<file path="src/verilog/emalm_pkg.sv">
package emalm_pkg;
	// register byte addresses
	localparam logic [7:0] ADDR_FILTER      = 8'h03;
	localparam logic [7:0] ADDR_AMASK_LO    = 8'h17;
	localparam logic [7:0] ADDR_AMASK_HI    = 8'h18;
	localparam logic [7:0] ADDR_SMASK_LO    = 8'h19;
	localparam logic [7:0] ADDR_ALARM_CFG   = 8'h1A;
	localparam logic [7:0] ADDR_LMASK_LO    = 8'h1B;
	localparam logic [7:0] ADDR_LMASK_HI    = 8'h1C;
	localparam logic [7:0] ADDR_LREF_LO     = 8'h23;
	localparam logic [7:0] ADDR_LREF_HI     = 8'h24;
	// field positions
	localparam int BIT_FILTER_EN     = 7;
	localparam int BIT_HOLD_LSB      = 4;
	localparam int BIT_POLARITY      = 4;
	localparam int BIT_PULLUP        = 5;
	localparam int BIT_LATCH_MODE    = 6;
	// event vector bit positions
	localparam int EV_LINE_COUNT  = 9;
	localparam int EV_TRACK       = 8;
	localparam int EV_LOSS_TRACK  = 7;
	localparam int EV_CONFIG      = 6;
	localparam int EV_TEMP_WARN   = 5;
	localparam int EV_INDEX_SYS   = 4;
	localparam int EV_CTL_MAX     = 3;
	localparam int EV_CTL_MIN     = 2;
	localparam int EV_CLIP        = 1;
	localparam int EV_LOS         = 0;
	localparam int NUM_EVENTS     = 10;
	// reset values
	localparam logic        RST_FILTER_EN = 1'b1;
	localparam logic [9:0]  RST_MASK      = 10'h000;
	localparam logic [2:0]  RST_HOLD      = 3'h0;
	localparam logic [13:0] RST_LREF      = 14'h0000;
	// timing
	localparam int CLK_MHZ          = 250;
	localparam int HOLD_STEP_US     = 12500;
	localparam int HOLD_STEP_CYCLES = HOLD_STEP_US * CLK_MHZ;
	localparam int SENSE_BLANK      = 4;
endpackage : emalm_pkg

</file>
<file path="src/verilog/emalm_top.sv">
// What this block does
// RULE1: one bit enables input filter, default on
// RULE2: three masks gate each event's actions (code never logs events 8..6, whatever the log mask holds)
// RULE3: alarm pin open-drain, optional pull-up enable
// RULE4: polarity bit selects low-on-error or low-without-error
// RULE5: external low on released pin is system error (code senses it only with the polarity bit clear, low-on-error)
// RULE6: hold time is code times 12.5 ms
// RULE7: alarm mask bits 9..5 event assignment
// RULE8: bits 4..0 index, supply limits, clip, loss
// RULE9: set mask bit lets event drive pin
// RULE10: report config errors using high-active polarity
// RULE11: count periods between zero pulses, compare reference
// RULE12: direction reversal pauses check until next zero
// RULE13: expected period count is code plus one
// RULE14: test output flags first completed comparison
// RULE15: temperature warning with hysteresis clearing
// RULE16: shutdown threshold forces driver shutdown
// RULE17: shutdown sets 5mA supply range, tristates pins
// RULE18: overheating or config error always shuts down
// RULE19: latch mode keeps shutdown until power cycle
// RULE20: shutdown mask bit makes event shut down
// RULE21: alarm held for selected time after error
`timescale 1ns/1ps

module emalm_sync #(
	parameter int W = 1
) (
	input  wire logic         sys_clk,
	input  wire logic         reset,
	input  wire logic [W-1:0] async_in,
	output logic      [W-1:0] sync_out
);
	logic [W-1:0] ff1_q;
	logic [W-1:0] ff2_q;
	logic [W-1:0] ff3_q;

	always_ff @(posedge sys_clk or posedge reset) begin
		if (reset) begin
			ff1_q <= '0;
			ff2_q <= '0;
			ff3_q <= '0;
		end else begin
			ff1_q <= async_in;
			ff2_q <= ff1_q;
			ff3_q <= ff2_q;
		end
	end

	// a bit only moves once two stages agree, per bit
	always_ff @(posedge sys_clk or posedge reset) begin
		if (reset) begin
			sync_out <= '0;
		end else begin
			sync_out <= (ff2_q & ff3_q) | (sync_out & (ff2_q | ff3_q));
		end
	end
endmodule : emalm_sync

module emalm_top #(
	parameter int HOLD_STEP_CYCLES = emalm_pkg::HOLD_STEP_CYCLES
) (
	input  wire logic        sys_clk,
	input  wire logic        reset,
	// byte register port
	input  wire logic        reg_we,
	input  wire logic [7:0]  reg_addr,
	input  wire logic [7:0]  reg_wdata,
	output logic      [7:0]  reg_rdata,
	// error sources inside the interpolator
	input  wire logic        track_err,
	input  wire logic        loss_track_err,
	input  wire logic        config_err,
	input  wire logic        index_ungated,
	input  wire logic        ctl_max_err,
	input  wire logic        ctl_min_err,
	input  wire logic        clip_err,
	input  wire logic        los_err,
	input  wire logic        period_tick,
	input  wire logic        zero_pulse,
	input  wire logic        direction,
	input  wire logic        test_mode,
	// temperature comparators (analog side)
	input  wire logic        temp_above_warn,
	input  wire logic        temp_below_hyst,
	input  wire logic        temp_above_off,
	// alarm pin
	input  wire logic        alarm_pin_i,
	output logic             alarm_pin_o,
	output logic             alarm_pin_oe,
	output logic             alarm_pullup_on,
	// actions
	output logic             input_filter_on,
	output logic             line_drivers_on,
	output logic             supply_control_output,
	output logic [9:0]       log_event,
	output logic             test_point_one
);
	logic        input_filter_enable_q;
	logic [9:0]  alarm_event_mask_q;
	logic [9:0]  shutdown_event_mask_q;
	logic [9:0]  log_event_mask_q;
	logic [2:0]  alarm_min_hold_time_q;
	logic        alarm_polarity_q;
	logic        alarm_pullup_enable_q;
	logic        shutdown_latch_mode_q;
	logic [13:0] line_count_reference_q;

	logic [3:0]  pin_sync;
	logic        pin_low;
	logic        temp_warn_in;
	logic        temp_clr_in;
	logic        temp_off_in;

	emalm_sync #(.W(4)) u_sync (
		.sys_clk  (sys_clk),
		.reset    (reset),
		.async_in ({~alarm_pin_i, temp_above_warn, temp_below_hyst, temp_above_off}),
		.sync_out (pin_sync)
	);
	assign pin_low      = pin_sync[3];
	assign temp_warn_in = pin_sync[2];
	assign temp_clr_in  = pin_sync[1];
	assign temp_off_in  = pin_sync[0];

	// register writes
	always_ff @(posedge sys_clk or posedge reset) begin
		if (reset) begin
			input_filter_enable_q  <= emalm_pkg::RST_FILTER_EN;
			alarm_event_mask_q     <= emalm_pkg::RST_MASK;
			shutdown_event_mask_q  <= emalm_pkg::RST_MASK;
			log_event_mask_q       <= emalm_pkg::RST_MASK;
			alarm_min_hold_time_q  <= emalm_pkg::RST_HOLD;
			alarm_polarity_q       <= 1'b0;
			alarm_pullup_enable_q  <= 1'b0;
			shutdown_latch_mode_q  <= 1'b0;
			line_count_reference_q <= emalm_pkg::RST_LREF;
		end else if (reg_we) begin
			if (reg_addr == emalm_pkg::ADDR_FILTER) begin
				input_filter_enable_q <= reg_wdata[emalm_pkg::BIT_FILTER_EN]; // [RULE1]
			end else if (reg_addr == emalm_pkg::ADDR_AMASK_LO) begin
				alarm_event_mask_q[7:0] <= reg_wdata;
			end else if (reg_addr == emalm_pkg::ADDR_AMASK_HI) begin
				alarm_event_mask_q[9:8] <= reg_wdata[1:0];
				alarm_min_hold_time_q   <= reg_wdata[emalm_pkg::BIT_HOLD_LSB +: 3];
			end else if (reg_addr == emalm_pkg::ADDR_SMASK_LO) begin
				shutdown_event_mask_q[7:0] <= reg_wdata;
			end else if (reg_addr == emalm_pkg::ADDR_ALARM_CFG) begin
				shutdown_event_mask_q[9:8] <= reg_wdata[1:0];
				alarm_polarity_q           <= reg_wdata[emalm_pkg::BIT_POLARITY];
				alarm_pullup_enable_q      <= reg_wdata[emalm_pkg::BIT_PULLUP];
				shutdown_latch_mode_q      <= reg_wdata[emalm_pkg::BIT_LATCH_MODE];
			end else if (reg_addr == emalm_pkg::ADDR_LMASK_LO) begin
				log_event_mask_q[7:0] <= reg_wdata;
			end else if (reg_addr == emalm_pkg::ADDR_LMASK_HI) begin
				log_event_mask_q[9:8] <= reg_wdata[1:0];
			end else if (reg_addr == emalm_pkg::ADDR_LREF_LO) begin
				line_count_reference_q[7:0] <= reg_wdata;
			end else if (reg_addr == emalm_pkg::ADDR_LREF_HI) begin
				line_count_reference_q[13:8] <= reg_wdata[5:0];
			end
		end
	end

	// register reads, registered; unmapped and reserved bits read zero
	always_ff @(posedge sys_clk or posedge reset) begin
		if (reset) begin
			reg_rdata <= 8'h00;
		end else if (reg_addr == emalm_pkg::ADDR_FILTER) begin
			reg_rdata <= {input_filter_enable_q, 7'h00};
		end else if (reg_addr == emalm_pkg::ADDR_AMASK_LO) begin
			reg_rdata <= alarm_event_mask_q[7:0];
		end else if (reg_addr == emalm_pkg::ADDR_AMASK_HI) begin
			reg_rdata <= {1'b0, alarm_min_hold_time_q, 2'b00, alarm_event_mask_q[9:8]};
		end else if (reg_addr == emalm_pkg::ADDR_SMASK_LO) begin
			reg_rdata <= shutdown_event_mask_q[7:0];
		end else if (reg_addr == emalm_pkg::ADDR_ALARM_CFG) begin
			reg_rdata <= {1'b0, shutdown_latch_mode_q, alarm_pullup_enable_q, alarm_polarity_q,
				2'b00, shutdown_event_mask_q[9:8]};
		end else if (reg_addr == emalm_pkg::ADDR_LMASK_LO) begin
			reg_rdata <= log_event_mask_q[7:0];
		end else if (reg_addr == emalm_pkg::ADDR_LMASK_HI) begin
			reg_rdata <= {6'h00, log_event_mask_q[9:8]};
		end else if (reg_addr == emalm_pkg::ADDR_LREF_LO) begin
			reg_rdata <= line_count_reference_q[7:0];
		end else if (reg_addr == emalm_pkg::ADDR_LREF_HI) begin
			reg_rdata <= {2'b00, line_count_reference_q[13:8]};
		end else begin
			reg_rdata <= 8'h00;
		end
	end

	// line count check
	logic [14:0] period_cnt_q;
	logic        lc_armed_q;
	logic        lc_err_q;
	logic        lc_first_done_q;
	logic        dir_q;
	logic        dir_flip;
	logic [14:0] expected_cnt;

	assign dir_flip     = direction != dir_q;
	assign expected_cnt = {1'b0, line_count_reference_q} + 15'h0001; // [RULE13]

	always_ff @(posedge sys_clk or posedge reset) begin
		if (reset) begin
			dir_q <= 1'b0;
		end else begin
			dir_q <= direction;
		end
	end

	always_ff @(posedge sys_clk or posedge reset) begin
		if (reset) begin
			period_cnt_q    <= 15'h0000;
			lc_armed_q      <= 1'b0;
			lc_err_q        <= 1'b0;
			lc_first_done_q <= 1'b0;
		end else if (dir_flip) begin
			lc_armed_q   <= 1'b0; // [RULE12]
			period_cnt_q <= 15'h0000;
		end else if (zero_pulse) begin
			if (lc_armed_q) begin
				lc_err_q        <= period_cnt_q != expected_cnt; // [RULE11]
				lc_first_done_q <= 1'b1;
			end
			lc_armed_q   <= 1'b1; // [RULE12]
			period_cnt_q <= {14'h0000, period_tick};
		end else if (period_tick && period_cnt_q != 15'h7FFF) begin
			// saturate so a missing zero pulse never wraps back to a match
			period_cnt_q <= period_cnt_q + 15'h0001;
		end
	end

	always_ff @(posedge sys_clk or posedge reset) begin
		if (reset) begin
			test_point_one <= 1'b0;
		end else begin
			test_point_one <= test_mode & lc_first_done_q; // [RULE14]
		end
	end

	// temperature warning with hysteresis
	logic temp_warn_q;
	always_ff @(posedge sys_clk or posedge reset) begin
		if (reset) begin
			temp_warn_q <= 1'b0;
		end else if (temp_warn_in) begin
			temp_warn_q <= 1'b1; // [RULE15]
		end else if (temp_clr_in) begin
			temp_warn_q <= 1'b0; // [RULE15]
		end
	end

	// system error sensing; blank a few cycles after release so our own low is not seen
	logic [emalm_pkg::SENSE_BLANK-1:0] released_q;
	logic                              sys_err;
	always_ff @(posedge sys_clk or posedge reset) begin
		if (reset) begin
			released_q <= '0;
		end else begin
			released_q <= {released_q[emalm_pkg::SENSE_BLANK-2:0], ~alarm_pin_oe};
		end
	end
	assign sys_err = ~alarm_polarity_q & (&released_q) & ~alarm_pin_oe & pin_low; // [RULE5]

	logic [9:0] events_alarm;
	logic [9:0] events_other;
	// [RULE7] [RULE8]
	assign events_alarm = {lc_err_q, track_err, loss_track_err, config_err, temp_warn_q,
		index_ungated, ctl_max_err, ctl_min_err, clip_err, los_err};
	assign events_other = {lc_err_q, track_err, loss_track_err, config_err, temp_warn_q,
		sys_err, ctl_max_err, ctl_min_err, clip_err, los_err};

	// driver shutdown
	logic shut_cause;
	logic shut_q;
	assign shut_cause = (|(events_other & shutdown_event_mask_q)) // [RULE2] [RULE20]
		| temp_off_in | config_err; // [RULE16] [RULE18]

	always_ff @(posedge sys_clk or posedge reset) begin
		if (reset) begin
			shut_q <= 1'b0;
		end else begin
			shut_q <= shut_cause | (shutdown_latch_mode_q & shut_q); // [RULE19]
		end
	end

	// minimum indication time
	logic        alarm_raw;
	logic [2:0]  hold_steps_q;
	logic [31:0] hold_tick_q;
	logic        alarm_active;
	assign alarm_raw    = |(events_alarm & alarm_event_mask_q); // [RULE2] [RULE9]
	assign alarm_active = alarm_raw | (hold_steps_q != 3'h0);

	always_ff @(posedge sys_clk or posedge reset) begin
		if (reset) begin
			hold_steps_q <= 3'h0;
			hold_tick_q  <= 32'h0000_0000;
		end else if (alarm_raw) begin
			hold_steps_q <= alarm_min_hold_time_q; // [RULE6]
			hold_tick_q  <= 32'h0000_0000;
		end else if (hold_steps_q != 3'h0) begin
			if (hold_tick_q == 32'(HOLD_STEP_CYCLES - 1)) begin
				hold_tick_q  <= 32'h0000_0000;
				hold_steps_q <= hold_steps_q - 3'h1; // [RULE21]
			end else begin
				hold_tick_q <= hold_tick_q + 32'h0000_0001;
			end
		end
	end

	// outputs
	always_ff @(posedge sys_clk or posedge reset) begin
		if (reset) begin
			alarm_pin_o           <= 1'b0;
			alarm_pin_oe          <= 1'b0;
			alarm_pullup_on       <= 1'b0;
			input_filter_on       <= emalm_pkg::RST_FILTER_EN;
			line_drivers_on       <= 1'b0;
			supply_control_output <= 1'b0;
			log_event             <= 10'h000;
		end else begin
			alarm_pin_o           <= 1'b0; // [RULE3]
			alarm_pin_oe          <= ~shut_cause & ~shut_q
				& (alarm_polarity_q ? ~alarm_active : alarm_active); // [RULE4] [RULE17]
			alarm_pullup_on       <= alarm_pullup_enable_q; // [RULE3]
			input_filter_on       <= input_filter_enable_q; // [RULE1]
			line_drivers_on       <= ~shut_cause & ~shut_q; // [RULE17]
			supply_control_output <= shut_cause | shut_q; // [RULE17]
			log_event             <= events_other & log_event_mask_q & 10'h23F; // [RULE2]
		end
	end
endmodule : emalm_top
</file>
<file path="config.mk">
export PLATFORM = sky130hd
export DESIGN_NAME = emalm_top
export DESIGN_NICKNAME = d
export VERILOG_FILES = /design/src/verilog/emalm_pkg.sv /design/src/verilog/emalm_top.sv
export SDC_FILE = /design/constraint.sdc
export NUM_CORES = 1
export LEC_CHECK = 0
export BUFFER_PORTS_ARGS = -buffer_cell sky130_fd_sc_hd__clkbuf_2
export CAP_MARGIN = 10
export CORE_UTILIZATION = 54
export CTS_CLUSTER_SIZE = 40
export DETAILED_ROUTE_END_ITERATION = 8
export GPL_ROUTABILITY_DRIVEN = 0
export HOLD_SLACK_MARGIN = 0.15
export PLACE_DENSITY = 0.72
export SLEW_MARGIN = 20
export SYNTH_ARGS = -nofsm -noshare
export SYNTH_HDL_FRONTEND = slang
export SYNTH_HIERARCHICAL = 1
export SYNTH_SLANG_ARGS = --single-unit
</file>
<file path="constraint.sdc">
create_clock -name sys_clk -period 3.8 [get_ports sys_clk]
set_input_delay 0 -clock sys_clk [delete_from_list [all_inputs] [get_ports sys_clk]]
set_output_delay 0 -clock sys_clk [all_outputs]
set_load 0.02 [all_outputs]
</file>
==> impl_metrics.env <==
export IMPL_status="complete, no violations"
export IMPL_die_width_um=117
export IMPL_yosysWarningCount=6
export IMPL_drive_gt1_share_pct=20.6
export IMPL_cts_buffers=17
export IMPL_hold_viol=0
export IMPL_reg2reg_from="hold_tick_q[0]"
export IMPL_cp_required_ns=4.14
export IMPL_synth_edff_count=0
export IMPL_yosysMostFrequentCell="dfrtp_1"
export IMPL_drt_iter0_markers=404
export IMPL_grt_pass1_vias=5449
export IMPL_synth_cell_types=66
export IMPL_antenna_left=0
export IMPL_grt_usage_pct=26.8
export IMPL_fin_crit_ns=2.71
export IMPL_synth_async_reset_ratio_pct=100
export IMPL_cts_buffer_depth=2
export IMPL_insertion_delay_ns=0.43
export IMPL_syn2layout_area_growth_pct=18.2
export IMPL_worstPathArrival_ns=3.05
export IMPL_die_area_um2=13700
export IMPL_ys_seq_area_share_pct=51.9
export IMPL_cp_buffers_inverters=1
export IMPL_grt_overflow=0
export IMPL_cp_top_family="simple AND/OR/NAND/NOR gates"
export IMPL_hp_start="reg_addr[5]"
export IMPL_place_area_um2=7550
export IMPL_synthTopCellsByArea="dfrtp_1 51%, mux2_2 8.0%, xnor2_1 4.3%"
export IMPL_critPathMaxFanout=17
export IMPL_crit_type="reg -> reg"
export IMPL_die_height_um=117
export IMPL_worst_pin_slew_ns=0.866
export IMPL_power_density_nw_per_um2=450
export IMPL_wl_mm=16.7
export IMPL_postSynthCellCount=668
export IMPL_nNetsFinal=794
export IMPL_cts_htree_levels=4
export IMPL_switching_share_pct=27.4
export IMPL_pre_cts_ws_ns=1.13
export IMPL_yosys_area_top_type="dfrtp_1"
export IMPL_critPathLaunchType="flip-flop"
export IMPL_num_rows=41
export IMPL_start_util_pct=55.9
export IMPL_hp_class="in -> reg"
export IMPL_r2r_cells=8
export IMPL_antenna_found_initial=0
export IMPL_setup_viol=0
export IMPL_setup_ws_ns=1.09
export IMPL_maxSlewViolCount=0
export IMPL_cts_sinks=148
export IMPL_dp_cells=875
export IMPL_crit_path_max_incr_delay_ns=0.53
export IMPL_pwr_share_comb_pct=11.3
export IMPL_dr_pass1_iters=5
export IMPL_power_mw=3.80
export IMPL_relSlewSlack_pct=42.3
export IMPL_holdWs_ns=0.168
export IMPL_clkPwrFrac_pct=42.6
export IMPL_fin_skew_ns=0.00911
export IMPL_min_to="reg_rdata[5]"
export IMPL_drc=0
export IMPL_p_int_mw=2.75
export IMPL_postSynthAreaPerCell_um2=10.7
export IMPL_ios=60
export IMPL_dp_hpwl_mm=11.6
export IMPL_drv_cap=0
export IMPL_wl_per_cell_um=17.8
export IMPL_portBuffers=55
export IMPL_p_sw_mw=1.04
export IMPL_clkTransAtPathRegs_ns=0.06
export IMPL_yosys_most_used_dff="dfrtp_1"
export IMPL_cts_root_buf="clkbuf_16"
export IMPL_r2r_slack_ns=1.09
export IMPL_slowest_stage="nor3_1"
export IMPL_grt_max_degree=68
export IMPL_hold_depth=4
export IMPL_post_route_util_pct=66.1
export IMPL_fin_cells=939
export IMPL_r2r_end="hold_steps_q[1]"
export IMPL_setup_tns_ns=0
export IMPL_irDropWorstVdd_mv=0.289
export IMPL_cts_tree="yes"
export IMPL_p_seq_share_pct=46.1
export IMPL_cts_resized_gates=0
export IMPL_via_per_inst=5.85
export IMPL_synth_top_area_share_pct=51.1
export IMPL_synth_area_um2=7140
export IMPL_fin_crit_sh_pct=71.3
export IMPL_dr_total_vias=5493
export IMPL_fin_area_um2=8440
export IMPL_ys_ff_latch=148
export IMPL_coreArea_um2=12800
export IMPL_fmax_mhz=369
export IMPL_cp_cell_sequence="ha_1 > and2_1 > nand4_1 > nor3_1 > nand2_1 > nand3_1 > buf_4 > mux2i_1"
export IMPL_rsz0062_at_grt="no"
export IMPL_p_leak_nw=3.77
export IMPL_n_antenna_cell=0
export IMPL_crit_path_end_kind="flip-flop"
export IMPL_yosys_top_cells_count="146 x dfrtp_1, 71 x nor2_1, 51 x mux2_2"
export IMPL_grt_pass1_wl_mm=27.5
## power groups by stage
stage / logic [mW] / clock network [mW] / registers (mW)
floorplan: 0.297 / 0 / 1.75
global placement: 0.388 / 0 / 1.77
detailed placement: 0.401 / 0 / 1.77
CTS: 0.430 / 1.64 / 1.75
global route: 0.486 / 1.71 / 1.76
finish: 0.430 / 1.62 / 1.75
## layer usage
metal	routed length, µm	global-route usage, %
met5	0	0
met4	466	9.96
met3	847	6.13
met2	7990	42.4
met1	7400	36.2
## area by class of cell
type,count,area [µm²]
Timing Repair Buffer,91,626
Sequential cell,148,3710
Inverter,15,58.8
Fill cell,978,4330
Clock inverter,14,143
Multi-Input combinational cell,481,3270
Clock buffer,18,429
Tap cell,172,215
## worst min-delay path, stage by stage
cell	delay, ns
clkbuf_2	0.11
or4b_4	0.16
nor2_1	0.06
o221a_2	0.22
## timing repair
action                                  4_1_cts  5_1_grt
hold buffers                                 32        0
endpoints found under the setup margin        0        0
buffers inserted                              0        0
hold endpoints to repair                    168        0
## worst max-delay path by stage
stage          slack [ns]           start                    end  depth (start not counted)
2_1_floorplan        0.28           reset  alarm_event_mask_q[0]                          1
3_3_place_gp         1.29  hold_tick_q[0]        hold_steps_q[1]                          8
3_5_place_dp         1.13  hold_tick_q[0]        hold_steps_q[1]                          8
4_1_cts              1.11  hold_tick_q[0]        hold_steps_q[1]                          8
5_1_grt              0.80  hold_tick_q[0]        hold_steps_q[1]                          8
6_report             1.09  hold_tick_q[0]        hold_steps_q[1]                          8
## cell families after synthesis
logic type      after synthesis  synth area share, %
simple gates                264                 19.4
buf+inv                      42                 2.56
fa+ha+maj                     9                 1.51
other cells                   1               0.0525
mux                          57                 8.88
compound gates               84                 8.02
xor+xnor                     63                 7.72
flops                       148                 51.9
## cells in the final DEF, fill, tap and decap left out, drive strengths merged, types with 5 or more instances in the layout
master         n
a21oi         15
and2          15
ha             5
nand2b         6
a31oi          7
o21ai         21
dlygate4sd3   32
inv           21
xnor2         35
nand2         50
clkbuf        73
nor2          71
and3          10
nor4b          5
nand4         18
a22oi          6
dfrtp        146
nor3          21
nand3         27
nor4          12
xor2          28
mux2i          6
and4           5
mux2          51
clkinv         5
a221oi         5
## flip-flops by register name, indices dropped and copies added, names as in the netlist, 3 cells and up
register                count
hold_steps_q                3
log_event_mask_q           10
shutdown_event_mask_q      10
alarm_min_hold_time_q       3
reg_rdata                   8
period_cnt_q               15
u_sync/sync_out             4
u_sync/ff3_q                4
line_count_reference_q     14
u_sync/ff1_q                4
u_sync/ff2_q                4
released_q                  4
hold_tick_q                32
log_event                   7
alarm_event_mask_q         10
Note: power is estimated with default switching activity, not from simulation.
